**src/fes_defs.svh**
```systemverilog
// Constants of the front-end section command and data link logic
`ifndef FES_DEFS_SVH
`define FES_DEFS_SVH
`define FES_CODE_W        5
`define FES_WDATA_W       16
`define FES_STAMP_W       5
`define FES_DEPTH         4
`define FES_PTR_W         2
`define FES_CNT_W         3
`define FES_BITCNT_W      5
`define FES_FRAME_W       64
`define FES_LEN_W         7
`define FES_RT_NOOP       5'h00
`define FES_RT_L1A        5'h01
`define FES_RT_READ       5'h02
`define FES_RT_SYNC       5'h03
`define FES_RT_CLEAR      5'h04
`define FES_SU_READBACK   5'h1B
`define FES_SU_WRITE      5'h1D
`define FES_SU_RESET      5'h1E
`define FES_SU_RSVD       5'h1F
`define FES_FIELD_LAST    5'h04
`define FES_WDATA_LAST    5'h0F
`define FES_EVT_LEN       7'h40
`define FES_RB_LEN        7'h30
`define FES_RATE_FULL     2'h0
`define FES_RATE_HALF     2'h1
`define FES_DIV_FULL      2'h0
`define FES_DIV_HALF      2'h1
`define FES_DIV_QUARTER   2'h3
`define FES_CLK_PERIOD_NS 10
`define FES_REPLY_MAX_NS  500
`define FES_REPLY_MAX_CYC ((`FES_REPLY_MAX_NS) / (`FES_CLK_PERIOD_NS))
`define FES_CMD_GAP_NS    15
`define FES_CMD_GAP_CYC   ((`FES_CMD_GAP_NS + `FES_CLK_PERIOD_NS - 1) / (`FES_CLK_PERIOD_NS))
`endif

```
**src/fes_pkg.sv**
```systemverilog
// Types of the front-end section command and data link logic
`include "fes_defs.svh"
package fes_pkg;
    typedef enum {FES_IDLE, FES_CODE, FES_ADDR, FES_WDATA} fes_rx_state_t;
    typedef struct packed {
        logic [`FES_CODE_W-1:0]  tag;
        logic [`FES_STAMP_W-1:0] stamp;
        logic [`FES_WDATA_W-1:0] data;
    } fes_entry_t;
endpackage : fes_pkg

```
**src/fes_front_end_section.sv**
```systemverilog
// Front-end section: control link command decoder, event buffers, data link sender
// How it works
// - Lines idle at zero; a command needs a zero then a one start bit.
// - Command and address fields are shifted in least significant bit first.
// - Run-time command is 5 code bits then 5 data bits, no address.
// - Setup command is 5 code bits, 5 address bits, then 16 data bits for write only.
// - Code 1E resets the section; 1F, no-op and unknown codes do nothing.
// - A new start bit right after one idle zero is accepted.
// - Sync clears the timing counter and the bit rate divider.
// - Clear readout empties the event buffer pointers and count.
// - Trigger accept stores event data, trigger tag and timing count.
// - Reply only to read event or read-back, starting within 500 ns when the data link is idle, else after the frame in progress.
// - Header with start bit leads; header and data are whole byte pairs.
// - Event data ends with zero trailer bytes; read-back ends in idle zeros.
// - Header, data and trailer go out without gaps, same format everywhere.
// - Data link bit rate is full, half or quarter rate.
// - Header bit one is start, bit two event type, then 5-bit tag.
`timescale 1ns/10ps
`include "fes_defs.svh"
module fes_front_end_section
    import fes_pkg::*;
(
    input  wire logic                      mclk,
    input  wire logic                      reset_n,
    input  wire logic                      control_link,
    input  wire logic [`FES_WDATA_W-1:0]   event_data,
    input  wire logic [7:0]                section_serial,
    input  wire logic [1:0]                rate_sel,
    output logic                           data_link,
    output logic                           subsystem_reset,
    output logic [`FES_CNT_W-1:0]          buffer_count,
    output logic [`FES_WDATA_W-1:0]        config_value
);
    localparam int REPLY_MAX = `FES_REPLY_MAX_CYC;

    logic                      ctl_s1;
    logic                      ctl_s2;
    logic                      prev_zero;
    fes_rx_state_t             state;
    logic [`FES_BITCNT_W-1:0]  bit_cnt;
    logic [`FES_CODE_W-1:0]    code;
    logic [`FES_CODE_W-1:0]    addr;
    logic [`FES_WDATA_W-1:0]   wdata;
    logic                      exec;
    logic                      do_reset;
    logic [`FES_STAMP_W-1:0]   stamp;
    logic [1:0]                div;
    logic [1:0]                div_last;
    fes_entry_t                evt_mem [`FES_DEPTH];
    logic [`FES_PTR_W-1:0]     wr_ptr;
    logic [`FES_PTR_W-1:0]     rd_ptr;
    logic                      pend_evt;
    logic                      pend_rb;
    logic                      busy;
    logic [`FES_FRAME_W-1:0]   shreg;
    logic [`FES_LEN_W-1:0]     bits_left;
    logic                      load_evt;
    logic                      load_rb;
    logic                      push;
    logic                      bit_end;

    assign do_reset = exec && code == `FES_SU_RESET;
    assign push     = exec && code == `FES_RT_L1A
                      && buffer_count != `FES_CNT_W'(`FES_DEPTH);
    assign load_evt = !busy && pend_evt && buffer_count != '0;
    assign load_rb  = !busy && !load_evt && pend_rb;
    assign bit_end  = div == div_last;

    // Pin input resynchronised before the decoder looks at it
    always_ff @(posedge mclk) begin
        ctl_s1 <= control_link;
        ctl_s2 <= ctl_s1;
    end

    // Command decoder; the last field completes on the same edge that raises exec
    always_ff @(posedge mclk) begin
        if (!reset_n) begin
            state     <= FES_IDLE;
            bit_cnt   <= '0;
            code      <= '0;
            addr      <= '0;
            wdata     <= '0;
            exec      <= 1'b0;
            prev_zero <= 1'b0;
        end else begin
            exec <= 1'b0;
            case (state)
                FES_IDLE: begin
                    prev_zero <= !ctl_s2;
                    if (ctl_s2 && prev_zero) begin
                        state   <= FES_CODE;
                        bit_cnt <= '0;
                    end
                end
                FES_CODE: begin
                    code    <= {ctl_s2, code[`FES_CODE_W-1:1]};
                    bit_cnt <= bit_cnt + 1'b1;
                    if (bit_cnt == `FES_FIELD_LAST) begin
                        state   <= FES_ADDR;
                        bit_cnt <= '0;
                    end
                end
                FES_ADDR: begin
                    addr    <= {ctl_s2, addr[`FES_CODE_W-1:1]};
                    bit_cnt <= bit_cnt + 1'b1;
                    if (bit_cnt == `FES_FIELD_LAST) begin
                        bit_cnt <= '0;
                        if (code == `FES_SU_WRITE) begin
                            state <= FES_WDATA;
                        end else begin
                            state     <= FES_IDLE;
                            exec      <= 1'b1;
                            prev_zero <= 1'b0;
                        end
                    end
                end
                FES_WDATA: begin
                    wdata   <= {ctl_s2, wdata[`FES_WDATA_W-1:1]};
                    bit_cnt <= bit_cnt + 1'b1;
                    if (bit_cnt == `FES_WDATA_LAST) begin
                        state     <= FES_IDLE;
                        exec      <= 1'b1;
                        prev_zero <= 1'b0;
                    end
                end
                default: state <= FES_IDLE;
            endcase
        end
    end

    // Setup commands; 1F and undefined codes fall through as no-ops
    always_ff @(posedge mclk) begin
        if (!reset_n || do_reset) begin
            config_value <= '0;
        end else if (exec && code == `FES_SU_WRITE) begin
            config_value <= wdata;
        end
    end

    always_ff @(posedge mclk) begin
        if (!reset_n) begin
            subsystem_reset <= 1'b0;
        end else begin
            subsystem_reset <= do_reset;
        end
    end

    // Timing counter and bit rate divider, both cleared by sync
    always_comb begin
        case (rate_sel)
            `FES_RATE_FULL: div_last = `FES_DIV_FULL;
            `FES_RATE_HALF: div_last = `FES_DIV_HALF;
            default:        div_last = `FES_DIV_QUARTER;
        endcase
    end

    always_ff @(posedge mclk) begin
        if (!reset_n || do_reset || (exec && code == `FES_RT_SYNC)) begin
            stamp <= '0;
            div   <= '0;
        end else begin
            stamp <= stamp + 1'b1;
            div   <= (bit_end || !busy) ? 2'h0 : div + 1'b1;
        end
    end

    // Event buffers; push is refused while all four are full, so they never overrun
    always_ff @(posedge mclk) begin
        if (push) begin
            evt_mem[wr_ptr] <= '{tag: addr, stamp: stamp, data: event_data};
        end
    end

    always_ff @(posedge mclk) begin
        if (!reset_n || do_reset || (exec && code == `FES_RT_CLEAR)) begin
            wr_ptr       <= '0;
            rd_ptr       <= '0;
            buffer_count <= '0;
        end else begin
            if (push) begin
                wr_ptr <= wr_ptr + 1'b1;
            end
            if (load_evt) begin
                rd_ptr <= rd_ptr + 1'b1;
            end
            buffer_count <= buffer_count + {2'h0, push} - {2'h0, load_evt};
        end
    end

    // Pending replies; a new request in the load cycle is kept
    always_ff @(posedge mclk) begin
        if (!reset_n || do_reset) begin
            pend_evt <= 1'b0;
            pend_rb  <= 1'b0;
        end else begin
            if (exec && code == `FES_RT_READ) begin
                pend_evt <= 1'b1;
            end else if (load_evt || (!busy && buffer_count == '0)) begin
                pend_evt <= 1'b0;
            end
            if (exec && code == `FES_SU_READBACK) begin
                pend_rb <= 1'b1;
            end else if (load_rb) begin
                pend_rb <= 1'b0;
            end
        end
    end

    // Serialiser; frame goes out LSB first with no gap until empty
    always_ff @(posedge mclk) begin
        if (!reset_n || do_reset) begin
            busy      <= 1'b0;
            shreg     <= '0;
            bits_left <= '0;
            data_link <= 1'b0;
        end else begin
            data_link <= busy ? shreg[0] : 1'b0;
            if (load_evt) begin
                busy      <= 1'b1;
                bits_left <= `FES_EVT_LEN;
                shreg     <= {16'h0000, evt_mem[rd_ptr].data, 8'h00, section_serial,
                              3'h0, evt_mem[rd_ptr].stamp, 1'b0,
                              evt_mem[rd_ptr].tag, 1'b1, 1'b1};
            end else if (load_rb) begin
                busy      <= 1'b1;
                bits_left <= `FES_RB_LEN;
                shreg     <= {16'h0000, config_value, 8'h00, section_serial,
                              3'h0, addr, 1'b0, `FES_SU_READBACK, 1'b0, 1'b1};
            end else if (busy && bit_end) begin
                shreg     <= {1'b0, shreg[`FES_FRAME_W-1:1]};
                bits_left <= bits_left - 1'b1;
                if (bits_left == `FES_LEN_W'(1)) begin
                    busy <= 1'b0;
                end
            end
        end
    end
endmodule : fes_front_end_section

```
**config.mk**
```make
export PLATFORM = sky130hd
export DESIGN_NAME = fes_front_end_section
export DESIGN_NICKNAME = d
export VERILOG_FILES = /design/src/fes_pkg.sv /design/src/fes_front_end_section.sv
export VERILOG_INCLUDE_DIRS = /design/src
export SDC_FILE = /design/constraint.sdc
export NUM_CORES = 1
export LEC_CHECK = 0
export BUFFER_PORTS_ARGS = -buffer_cell sky130_fd_sc_hd__buf_2
export CORE_ASPECT_RATIO = 1.1
export CORE_UTILIZATION = 57
export CTS_CLUSTER_SIZE = 12
export DETAILED_ROUTE_END_ITERATION = 6
export PLACE_DENSITY = 0.8
export SLEW_MARGIN = 20
export SYNTH_ARGS = -nofsm -noshare
export SYNTH_HDL_FRONTEND = slang
export SYNTH_SLANG_ARGS = --single-unit
```
**constraint.sdc**
```tcl
create_clock -name mclk -period 3 [get_ports mclk]
set_input_delay 0.45 -clock mclk [delete_from_list [all_inputs] [get_ports mclk]]
set_output_delay 0.45 -clock mclk [all_outputs]
set_load 0.02 [all_outputs]
```
== After elaboration in Yosys (flattened, before gate mapping) ==
Memory sizes are Yosys's and may differ from the RTL's. A register that Yosys moved wholly into a read port is not among the register bits.
Index checks and enable logic that the tools add are counted.
Operators by class
  add/subtract/negate cells: 8
  multiply operators: 0
  div/mod/pow operators: 0
  order comparisons: 0
  equal/unequal tests: 21
  shift-type cells: 0
  mux-type cells: 36
  bitwise gates (word level): 1
  reductions and logical operators: 44
Operators with widths (count)
  48-bit 2-to-1 mux: 3
  32-bit 2-to-1 mux: 4
  32-bit case mux with 4 select lines: 1
  32-bit by 2-bit == test with 1-bit output (second input constant): 2
  32-bit by 1-bit == test with 1-bit output (second input constant): 1
  32-bit zero test: 1
  7-bit 2-to-1 mux: 3
  1-bit 2-to-1 mux: 16
  5-bit == test (second input constant): 3
  1-bit logical AND: 15
  5-bit case mux with 3 select lines: 1
  3-bit nonzero test: 5
  5-bit by 1-bit adder with 5-bit output (second input constant): 2
  5-bit by 2-bit == test with 1-bit output (second input constant): 2
  5-bit by 3-bit == test with 1-bit output (second input constant): 2
  5-bit 2-to-1 mux: 2
  2-bit != test (second input constant): 5
  4-bit AND reduction: 2
  2-bit OR reduction: 4
  7-bit by 1-bit == test with 1-bit output (second input constant): 1
  7-bit by 1-bit subtractor with 7-bit output (second input constant): 1
  2-bit by 1-bit adder with 2-bit output (second input constant): 3
  2-bit 2-to-1 mux: 3
  2-bit nonzero test: 3
  other kinds (17): 25
Storage, ports and cells
  flip-flop bits (word level): 157
  latch bits: 0
  bits in writable memories: 104
  ROM bits: 0
  input port bits: 29
  output and inout bits: 21
  logic and storage cells: 136
  memories kept: 1
Memories
  evt_mem: depth 4, bits a word 26, read ports 1, clocked after Yosys merged registers in 1, wr ports 1, line fes_front_end_section.sv:49  | fes_entry_t evt_mem [`FES_DEPTH];

== Depth between registers and ports, before layout ==
Gate-level depths: netlist of the first run.
  word-level depth: 8
  gate-level depth with buffers: 13
  depth with buffers taken out: 11

== Worst setup path after synthesis of the first run ==
Ideal clock, no wire load.
  kind: reg-to-reg
  start: reg buffer_count[2]
  end: reg buffer_count[2]
  setup time: 0.133 ns
  arrival time: 2.347 ns
  data required time: 2.867 ns
  path slack: 0.520 ns
  stages on the path, launching flop included: 13
  path buffers: 1
  clock period less this slack: 2.480 ns
  path through: dfxtp_1 > o31a_4 > nand2_1 > inv_2 > buf_6 > ha_1 > inv_1 > ha_1 > inv_1 > fa_1 > xor2_1 > xnor2_1 > nor2_1
Between the ends
  elaborated cells on any way between the ends: 6
RTL lines
  start: declaration: line fes_front_end_section.sv:31  | output logic [`FES_CNT_W-1:0] buffer_count,
  start signal: assignment: line fes_front_end_section.sv:186  | buffer_count <= buffer_count + {2'h0, push} - {2'h0, load_evt};
  3-bit nonzero test: line fes_front_end_section.sv:65  | assign load_evt = !busy && pend_evt && buffer_count != '0;
  1-bit logical AND: line fes_front_end_section.sv:65
  named net load_evt: line fes_front_end_section.sv:57  | logic load_evt;
  3-bit by 1-bit subtractor with 3-bit output: line fes_front_end_section.sv:186
The timed path passes the listed nets, and every way through them passes these cells.
A chain may end at the register's enable or synchronous reset.

== Worst setup path after layout of the first run ==
  start: reg code[2]
  end: reg buffer_count[2]
Between the ends
  longest elaborated chain between the ends: 5
  elaborated cells on any way between the ends: 11
Ends and longest elaborated chain
  start: declaration: line fes_front_end_section.sv:41  | logic [`FES_CODE_W-1:0] code;
  start signal: assignment: line fes_front_end_section.sv:96  | code <= {ctl_s2, code[`FES_CODE_W-1:1]};
  5-bit by 1-bit == test with 1-bit output (no source line)
  1-bit logical AND (no source line)
  1-bit logical AND: line fes_front_end_section.sv:63  | assign push = exec && code == `FES_RT_L1A
  3-bit by 1-bit adder with 3-bit output: line fes_front_end_section.sv:186
  3-bit by 1-bit subtractor with 3-bit output: line fes_front_end_section.sv:186
Parallel ways exist; a longest one is shown, timed or not.

==> run metrics, run 1 <==
critical path fanouts, max 9; setup TNS 0 ns; status completed; clock sinks 233; minimum clock period 2.69 ns; Setup crit end buffer_count[2]; Clock Latency Late Sink 0.51 ns; Critical Path Start code[2]; largest net degree at the start of global routing 34; layout cells sized above 1 0.182; core area 15900 um^2; initial DRC count 521; sequential fraction of the synthesis area 0.608; Ports 50; most common cell in the netlist dfxtp_1; RSZ-0062 raised after global routing false; root buffer cell clkbuf_16; Fillers 1055; starting density of the core 0.590; Yosys warnings 0; Worst Path Required 3.37 ns; Mapped Cells 745; path depth of the worst reg2reg path 11; WL/cell 19.6 um; critical path capture point type register; worst-margin pin slew 0.801 ns; max cap viols 0; TritonCTS buffer count 24; Most used DFF post-synth dfxtp_1; final worst-path cycle share 0.896; # rows 48; Overall Power 6.35 mW; clock-pin slew on the worst setup and hold paths 0.06 ns; Final nets 840; reg-to-reg endpoint buffer_count[2]; Post-Syn Nets 792; Max Root-Sink Buffers 3; initial antenna violation count 0; register area 5710 um^2; WHS 0.0430 ns; Hold WC Path Type input pin to register; top cell type's share of synthesized area 0.333; vias in the first global route 6473; Non-Filler Instances 1011; Syn Area/Cell 12.6 um^2; Final ANT Viol Nets 0; Post-synth top cells dfxtp_1 (129), edfxtp_1 (104), nor2_1 (65); R2R Setup Slk 0.31 ns; die area 17000 um^2; Syn-to-layout area delta 11.9%; Die Y 137 um; Placed Cells 967; GRT Overall Usage 0.235; Peak VDD IR 0.496 mV; Die W 124 um; CTS tree yes; Seq cells post-synth 233; HPWL after DPL 12500 um; Hold Buf Count CTS 0; reg-to-reg startpoint code[2]; CTS resizes 0; f_max 372 MHz; CP Class register to register; ant diodes 0; Critical Path AT 3.06 ns; Post-synth EDFFs 104; RePlAce Congestion 0.795; Pleak 3.84 nW; post-synth top area cell edfxtp_1; Post-Syn Area 9380 um^2; Fin. Hold Viols 0; DR vias 6211; PwrDens 605 nW/um^2; # setup viols final 0; Multi-input gate area 3340 um^2; CP startpoint kind register; Final Max Tran Viols 0; DRT Wirelength 19900 um; Synth area leaders edfxtp_1 (33%), dfxtp_1 (28%), mux4_2 (6.2%), mux2i_1 (5.2%), a21oi_1 (3.1%); Slew HR 0.461; DR pass1 iterations 5; post-CTS setup buffer count 0; clock skew 0.0107 ns; global route overflow 0; Vias/cell 6.14; DR DRC count 0; Synth async-reset ratio 0; global-route wire length before repair 31900 um; H-tree levels 1; number of port buffers 49; Cell variety after synth 68
metal layers:
layer / wire length (um) / GRT usage
met5: 0 / 0
met4: 472 / 0.0930
met3: 1190 / 0.0418
met2: 10300 / 0.433
met1: 7910 / 0.274
kinds of logic after synthesis:
group | count (synthesis) | share of synthesized area
AOI/OAI and AO/OA | 169 | 0.116
xor gates and xnor gates | 11 | 0.0103
adders and majority gates | 18 | 0.0248
buffers and inverters | 69 | 0.0372
DFF | 233 | 0.608
muxes | 75 | 0.115
and+or+nand+nor | 170 | 0.0889
stage by stage:
step                area (um^2)  utilization  setup slack [ns]
detailed placement         9780        0.615             0.328
CTS                       10500        0.660             0.303
floorplan                  9380            -             0.520
finish                    10500        0.660             0.312
global route              10500        0.660            0.0274
global placement           9780        0.615             0.470
worst min-delay path by stage:
stage | depth (start not counted) | from | slack [ns] | end
2_1_floorplan | 0 | ctl_s1 | 0.31 | ctl_s2
3_3_place_gp | 0 | ctl_s1 | 0.33 | ctl_s2
3_5_place_dp | 0 | ctl_s1 | 0.32 | ctl_s2
4_1_cts | 1 | control_link | 0.04 | ctl_s1
5_1_grt | 1 | control_link | 0.04 | ctl_s1
6_report | 1 | control_link | 0.04 | ctl_s1
critical path, cell delays in order (launching register included):
cell and delay, ns:
dfxtp_1 0.40, nor3_1 0.37, nor4b_4 0.45, inv_1 0.09
ha_1 0.28, inv_1 0.06, ha_1 0.13, inv_1 0.05
fa_1 0.37, xor2_1 0.19, xnor2_1 0.14, nor2_1 0.05
where the power goes:
part / internal [mW] / switching (mW)
clock: 1.59 / 1.16
sequential: 3.33 / 0.0264
combinational: 0.0941 / 0.155
total: 5.01 / 1.34
flip-flops by register name, indices dropped and copies added (netlist names), 2 cells and up, named ones only:
| register | flops |
|---|---|
| wr_ptr | 2 |
| evt_mem | 104 |
| bit_cnt | 5 |
| shreg | 48 |
| bits_left | 7 |
| div | 2 |
| rd_ptr | 2 |
| state | 2 |
| stamp | 5 |
| buffer_count | 3 |
| addr | 5 |
| code | 5 |
| wdata | 16 |
| config_value | 16 |
cell usage in the layout (no fill, tap or decap), types with 11 or more instances in the layout:
cell,synthesis,final
clkbuf_1,10,14
ha_1,17,17
inv_1,21,21
o21ai_0,30,30
clkbuf_16,0,25
a22oi_1,23,23
mux4_2,26,26
edfxtp_1,104,104
buf_4,9,18
a21oi_1,58,57
nand3_1,11,11
nand2_1,45,45
o31ai_1,24,24
buf_2,20,49
dfxtp_1,129,128
nor2_1,65,65
mux2i_1,49,49
area by class of cell:
| class | count | area share |
|---|---|---|
| timing repair buffer | 68 | 0.0381 |
| clock inverter | 3 | 0.00143 |
| sequential | 233 | 0.543 |
| inverter | 23 | 0.00822 |
| clock buffer | 41 | 0.0672 |
| tap | 200 | 0.0238 |
| multi-input combinational | 443 | 0.318 |
Note: power is estimated with default switching activity, not from simulation.
==> inputs of run 2 (changes only) <==
--- a/config.mk
+++ b/config.mk
@@ -11,6 +11,7 @@
 export CORE_UTILIZATION = 57
 export CTS_CLUSTER_SIZE = 12
 export DETAILED_ROUTE_END_ITERATION = 6
+export HOLD_SLACK_MARGIN = 0.05
 export PLACE_DENSITY = 0.8
 export SLEW_MARGIN = 20
 export SYNTH_ARGS = -nofsm -noshare
==> run 2 against run 1 <==
  * Combinational power barely moved
  * Sequential power about the same
  * Cell area is essentially flat
  * Final cell count hardly changed
==> run metrics, run 2 (synthesis results as in run 1) <==
max reg flops 104 (unchanged); Final Cell Area 10500 um^2 (about the same); most flop-heavy register evt_mem; clock skew 0.00930 ns (-0.00140 ns); RSZ-0062 raised after global routing false; RePlAce Congestion 0.795 (unchanged); status completed; most frequent cells in the layout dfxtp_1 (128), edfxtp_1 (104), nor2_1 (65), a21oi_1 (57); Top Registers evt_mem x104, shreg x48; minimum clock period 2.69 ns (+0.00167 ns); Pleak 3.85 nW (+0.11%); Worst Path Required 3.37 ns (about the same); Clock Latency Late Sink 0.51 ns (about the same); critical path fanouts, max 9 (unchanged); clock sinks 233 (unchanged); initial antenna violation count 0 (unchanged); Non-Filler Instances 1012 (+0.099%); layout cells sized above 1 0.182 (-0.000225); WL/cell 19.6 um (-0.48%); Final Max Tran Viols 0 (unchanged); clock-pin slew on the worst setup and hold paths 0.06 ns (about the same); f_max 372 MHz (about the same); Multi-input gate area 3340 um^2 (unchanged); Vias/cell 6.10 (-0.66%); post-CTS setup buffer count 0 (unchanged); Overall Power 6.36 mW (about the same); placed cell areas 9780 um^2 (unchanged); CTS tree yes; # setup viols final 0 (unchanged); TritonCTS buffer count 24 (unchanged); DRT Wirelength 19800 um (-0.38%); Final ANT Viol Nets 0 (unchanged); Placed Cells 967 (unchanged); WHS 0.156 ns (+0.113 ns); max cap viols 0 (unchanged); Ports 50 (unchanged); Syn-to-layout area delta 12.0% (about the same); number of port buffers 49 (unchanged); worst-margin pin slew 0.803 ns (+0.00257 ns); CP Class register to register; Peak VDD IR 0.496 mV (about the same); commonest non-fill, non-tap cell in the layout dfxtp_1; core area 15900 um^2 (unchanged); register area 5710 um^2 (unchanged); DR DRC count 0 (unchanged); CTS resizes 0 (unchanged); DR vias 6176 (-0.56%); vias in the first global route 6476 (+0.046%); initial DRC count 591 (+13%); ant diodes 0 (unchanged); final worst-path cycle share 0.897 (about the same); Die Y 137 um (unchanged); HPWL after DPL 12500 um (unchanged); setup TNS 0 ns (unchanged); Final nets 841 (+0.12%); global route overflow 0 (unchanged); starting density of the core 0.590 (unchanged); Fillers 1054 (-0.095%); GRT Overall Usage 0.235 (about the same); Slew HR 0.460 (-0.00173); Hold WC Path Type input pin to register; Fin. Hold Viols 0 (unchanged); critical path capture point type register; H-tree levels 1 (unchanged); PwrDens 605 nW/um^2 (about the same); CP startpoint kind register; Die W 124 um (unchanged); Max Root-Sink Buffers 3 (unchanged); die area 17000 um^2 (unchanged); DR pass1 iterations 5 (unchanged); # rows 48 (unchanged); global-route wire length before repair 31900 um (unchanged); largest net degree at the start of global routing 34 (unchanged); root buffer cell clkbuf_16; Critical Path AT 3.06 ns (about the same)
-- run 2: stage by stage --
step / setup slack [ns] / util
6_report: 0.310 / 0.661
5_1_grt: 0.0274 / 0.661
4_1_cts: 0.303 / 0.661
3_5_place_dp: 0.328 / 0.615
3_3_place_gp: 0.470 / 0.615
2_1_floorplan: 0.520 / -
-- run 2: repair_timing --
item,CTS,global route
endpoints found under the setup margin,0,0
hold buffers,1,0
endpoints found under the hold margin,1,0
-- run 2: worst max-delay path, stage by stage, from the launching register on --
cell and delay [ns]:
dfxtp_1 0.40, nor3_1 0.37, nor4b_4 0.45, inv_1 0.09, ha_1 0.28, inv_1 0.06
ha_1 0.13, inv_1 0.04, fa_1 0.37, xor2_1 0.19, xnor2_1 0.14, nor2_1 0.05
-- run 2: per-layer routing --
metal,wire length [um],track usage
met2,10200,0.433
met1,7900,0.274
met4,455,0.0930
met3,1200,0.0418
met5,0,0
-- run 2: layout make-up --
cell class,instances,area share
flip-flops and latches,233,0.543
multi-input cells,443,0.318
clock buffers,41,0.0671
repair buffers,69,0.0390
well taps,200,0.0238
inverters,23,0.00821
clock inverters,3,0.00143
-- run 2: worst paths after layout --
check / to / slack, ns / cells past startpoint / start
max reg2reg: buffer_count[2] / 0.31 / 11 / code[2]
max: buffer_count[2] / 0.31 / 11 / code[2]
min reg2reg: ctl_s2 / 0.34 / 0 / ctl_s1
min: evt_mem[3][4] / 0.16 / 1 / event_data[4]
-- run 2: report_power, final --
group | switching (mW) | total [mW] | leakage (nW) | internal (mW)
registers | 0.0262 | 3.35 | 2.01 | 3.33
logic | 0.155 | 0.250 | 1.49 | 0.0950
clock network | 1.16 | 2.75 | 0.349 | 1.59
total | 1.34 | 6.36 | 3.85 | 5.01
==> inputs of run 3 (changes only) <==
--- a/config.mk
+++ b/config.mk
@@ -7,12 +7,14 @@
 export NUM_CORES = 1
 export LEC_CHECK = 0
 export BUFFER_PORTS_ARGS = -buffer_cell sky130_fd_sc_hd__buf_2
+export CELL_PAD_IN_SITES_DETAIL_PLACEMENT = 1
+export CELL_PAD_IN_SITES_GLOBAL_PLACEMENT = 2
 export CORE_ASPECT_RATIO = 1.1
-export CORE_UTILIZATION = 57
+export CORE_UTILIZATION = 42
 export CTS_CLUSTER_SIZE = 12
 export DETAILED_ROUTE_END_ITERATION = 6
 export HOLD_SLACK_MARGIN = 0.05
-export PLACE_DENSITY = 0.8
+export PLACE_DENSITY = 0.83
 export SLEW_MARGIN = 20
 export SYNTH_ARGS = -nofsm -noshare
 export SYNTH_HDL_FRONTEND = slang
==> run 3 against run 2 <==
  * Final cell count rose by 9.5%
  * First-iteration DRC count fell by 60%
  * Highest routed layer unchanged
  * Routed wire length rose by 11%
  * Combinational power barely moved
  * Total power rose by 2.7%
==> run metrics, run 3 (synthesis results as in run 1) <==
status completed; minimum clock period 2.57 ns (-0.122 ns); Fillers 2257 (+110%); RSZ-0062 raised after global routing false; TritonCTS buffer count 25 (+4.2%); Max Root-Sink Buffers 3 (unchanged); Fin. Hold Viols 0 (unchanged); initial DRC count 237 (-60%); max cap viols 0 (unchanged); most frequent cells in the layout dfxtp_1 (128), edfxtp_1 (104), nor2_1 (65), a21oi_1 (57); H-tree levels 1 (unchanged); Die Y 159 um (+16%); Die W 145 um (+16%); CP startpoint kind register; GRT Overall Usage 0.198 (-0.0376); Hold WC Path Type input pin to register; WL/cell 19.9 um (+1.6%); combinational power share 0.039 (about the same); Top Registers evt_mem x104, shreg x48; largest net degree at the start of global routing 36 (+5.9%); ant diodes 0 (unchanged); Final Max Tran Viols 0 (unchanged); initial antenna violation count 0 (unchanged); placed cell areas 9890 um^2 (+1.1%); Critical Path AT 2.95 ns (-0.11 ns); Final ANT Viol Nets 0 (unchanged); Pleak 3.87 nW (+0.70%); Final nets 842 (+0.12%); register area 5710 um^2 (unchanged); cell mode on critical path inv_1; final worst-path cycle share 0.856 (-0.0407); clock skew 0.0227 ns (+0.0134 ns); final core occ 0.484 (-0.176); setup TNS 0 ns (unchanged); net load switching power 1.42 mW (+5.6%); CTS resizes 0 (unchanged); f_max 389 MHz (+4.8%); CTS tree yes; max reg flops 104 (unchanged); Crit path max-delay family adder cells; # setup viols final 0 (unchanged); critical path capture point type register; most flop-heavy register evt_mem; switching share of power 0.217 (+0.00595); Sequential Power Share 0.514 (-0.014); die area 22900 um^2 (+35%); Syn-to-layout area delta 13.7%; clock sinks 233 (unchanged); clock-pin slew on the worst setup and hold paths 0.06 ns (about the same); Buf/Inv on CP 3 (unchanged); Clock Latency Late Sink 0.54 ns (+0.03 ns); Int Pwr 5.11 mW (+1.9%); worst-margin pin slew 0.820 ns (+0.0165 ns); clock share of power 0.447 (+0.014); DRT Wirelength 22000 um (+11%); Final Cell Area 10700 um^2 (+1.5%); Peak VDD IR 0.534 mV (+7.7%); global route overflow 0 (unchanged); Multi-input gate area 3340 um^2 (unchanged); core area 22000 um^2 (+38%); layout cells sized above 1 0.187 (+0.00470); number of port buffers 49 (unchanged); Worst Path Required 3.38 ns (about the same); DR vias 6114 (-1.0%); starting density of the core 0.426 (-0.164); crit path max-delay cell type dfxtp_1; WHS 0.130 ns (-0.0262 ns); Placed Cells 1062 (+9.8%); PwrDens 612 nW/um^2 (+1.2%); Ports 50 (unchanged); Vias/cell 5.52 (-9.6%); RePlAce Congestion 0.762 (-4.1%); # rows 57 (+19%); critical path fanouts, max 9 (unchanged); vias in the first global route 6571 (+1.5%); DR DRC count 0 (unchanged); commonest non-fill, non-tap cell in the layout dfxtp_1; global-route wire length before repair 35300 um (+11%); CP Class register to register; DR pass1 iterations 4 (-1); HPWL after DPL 14200 um (+13%); Slew HR 0.452 (-0.00795); Non-Filler Instances 1108 (+9.5%); root buffer cell clkbuf_16; crit-path cells nor3_1 -> nor4b_4 -> inv_1 -> ha_1 -> inv_1 -> ha_1 -> inv_1 -> fa_1 -> xor2_1 -> xnor2_1 -> nor2_1; Crit path largest cell delay 0.41 ns (-0.04 ns)
run 3: repair_timing:
| action | in CTS | in global routing |
|---|---|---|
| buffers inserted | 0 | 0 |
| endpoints found under the hold margin | 1 | 0 |
| hold buffers | 1 | 0 |
| setup endpoints to repair | 0 | 0 |
run 3: power groups by stage:
stage | Sequential, mW | Combinational (mW) | Clock [mW]
3_3_place_gp | 3.42 | 0.238 | 0
2_1_floorplan | 3.42 | 0.175 | 0
6_report | 3.36 | 0.253 | 2.92
3_5_place_dp | 3.42 | 0.253 | 0
5_1_grt | 3.36 | 0.283 | 3.12
4_1_cts | 3.36 | 0.257 | 2.98
run 3: per-stage QoR:
step / total power [mW] / setup slack (ns)
final: 6.53 / 0.432
after global routing: 6.76 / 0.213
after CTS: 6.59 / 0.404
after detailed placement: 3.68 / 0.433
after global placement: 3.66 / 0.559
after floorplan: 3.59 / 0.520
run 3: metal layers:
| layer | share of wire | vias to the layer above | global-route usage |
|---|---|---|---|
| met5 | 0 | - | 0 |
| li1 | - | 2864 | - |
| met2 | 0.52 | 89 | 0.348 |
| met4 | 0.017 | 0 | 0.0488 |
| met3 | 0.036 | 34 | 0.0271 |
| met1 | 0.43 | 3127 | 0.253 |
run 3: layout make-up:
| type | count | area share |
|---|---|---|
| clock buffer | 37 | 0.0648 |
| clock inverter | 8 | 0.00750 |
| inverter | 23 | 0.00809 |
| multi-input combinational | 443 | 0.313 |
| sequential | 233 | 0.535 |
| tap | 295 | 0.0346 |
| timing repair buffer | 69 | 0.0373 |
run 3: worst paths after layout:
kind | startpoint | endpoint | slack (ns) | cells past startpoint
max | code[2] | buffer_count[2] | 0.43 | 11
min | event_data[10] | evt_mem[1][10] | 0.13 | 1
max reg2reg | code[2] | buffer_count[2] | 0.43 | 11
min reg2reg | ctl_s1 | ctl_s2 | 0.33 | 0
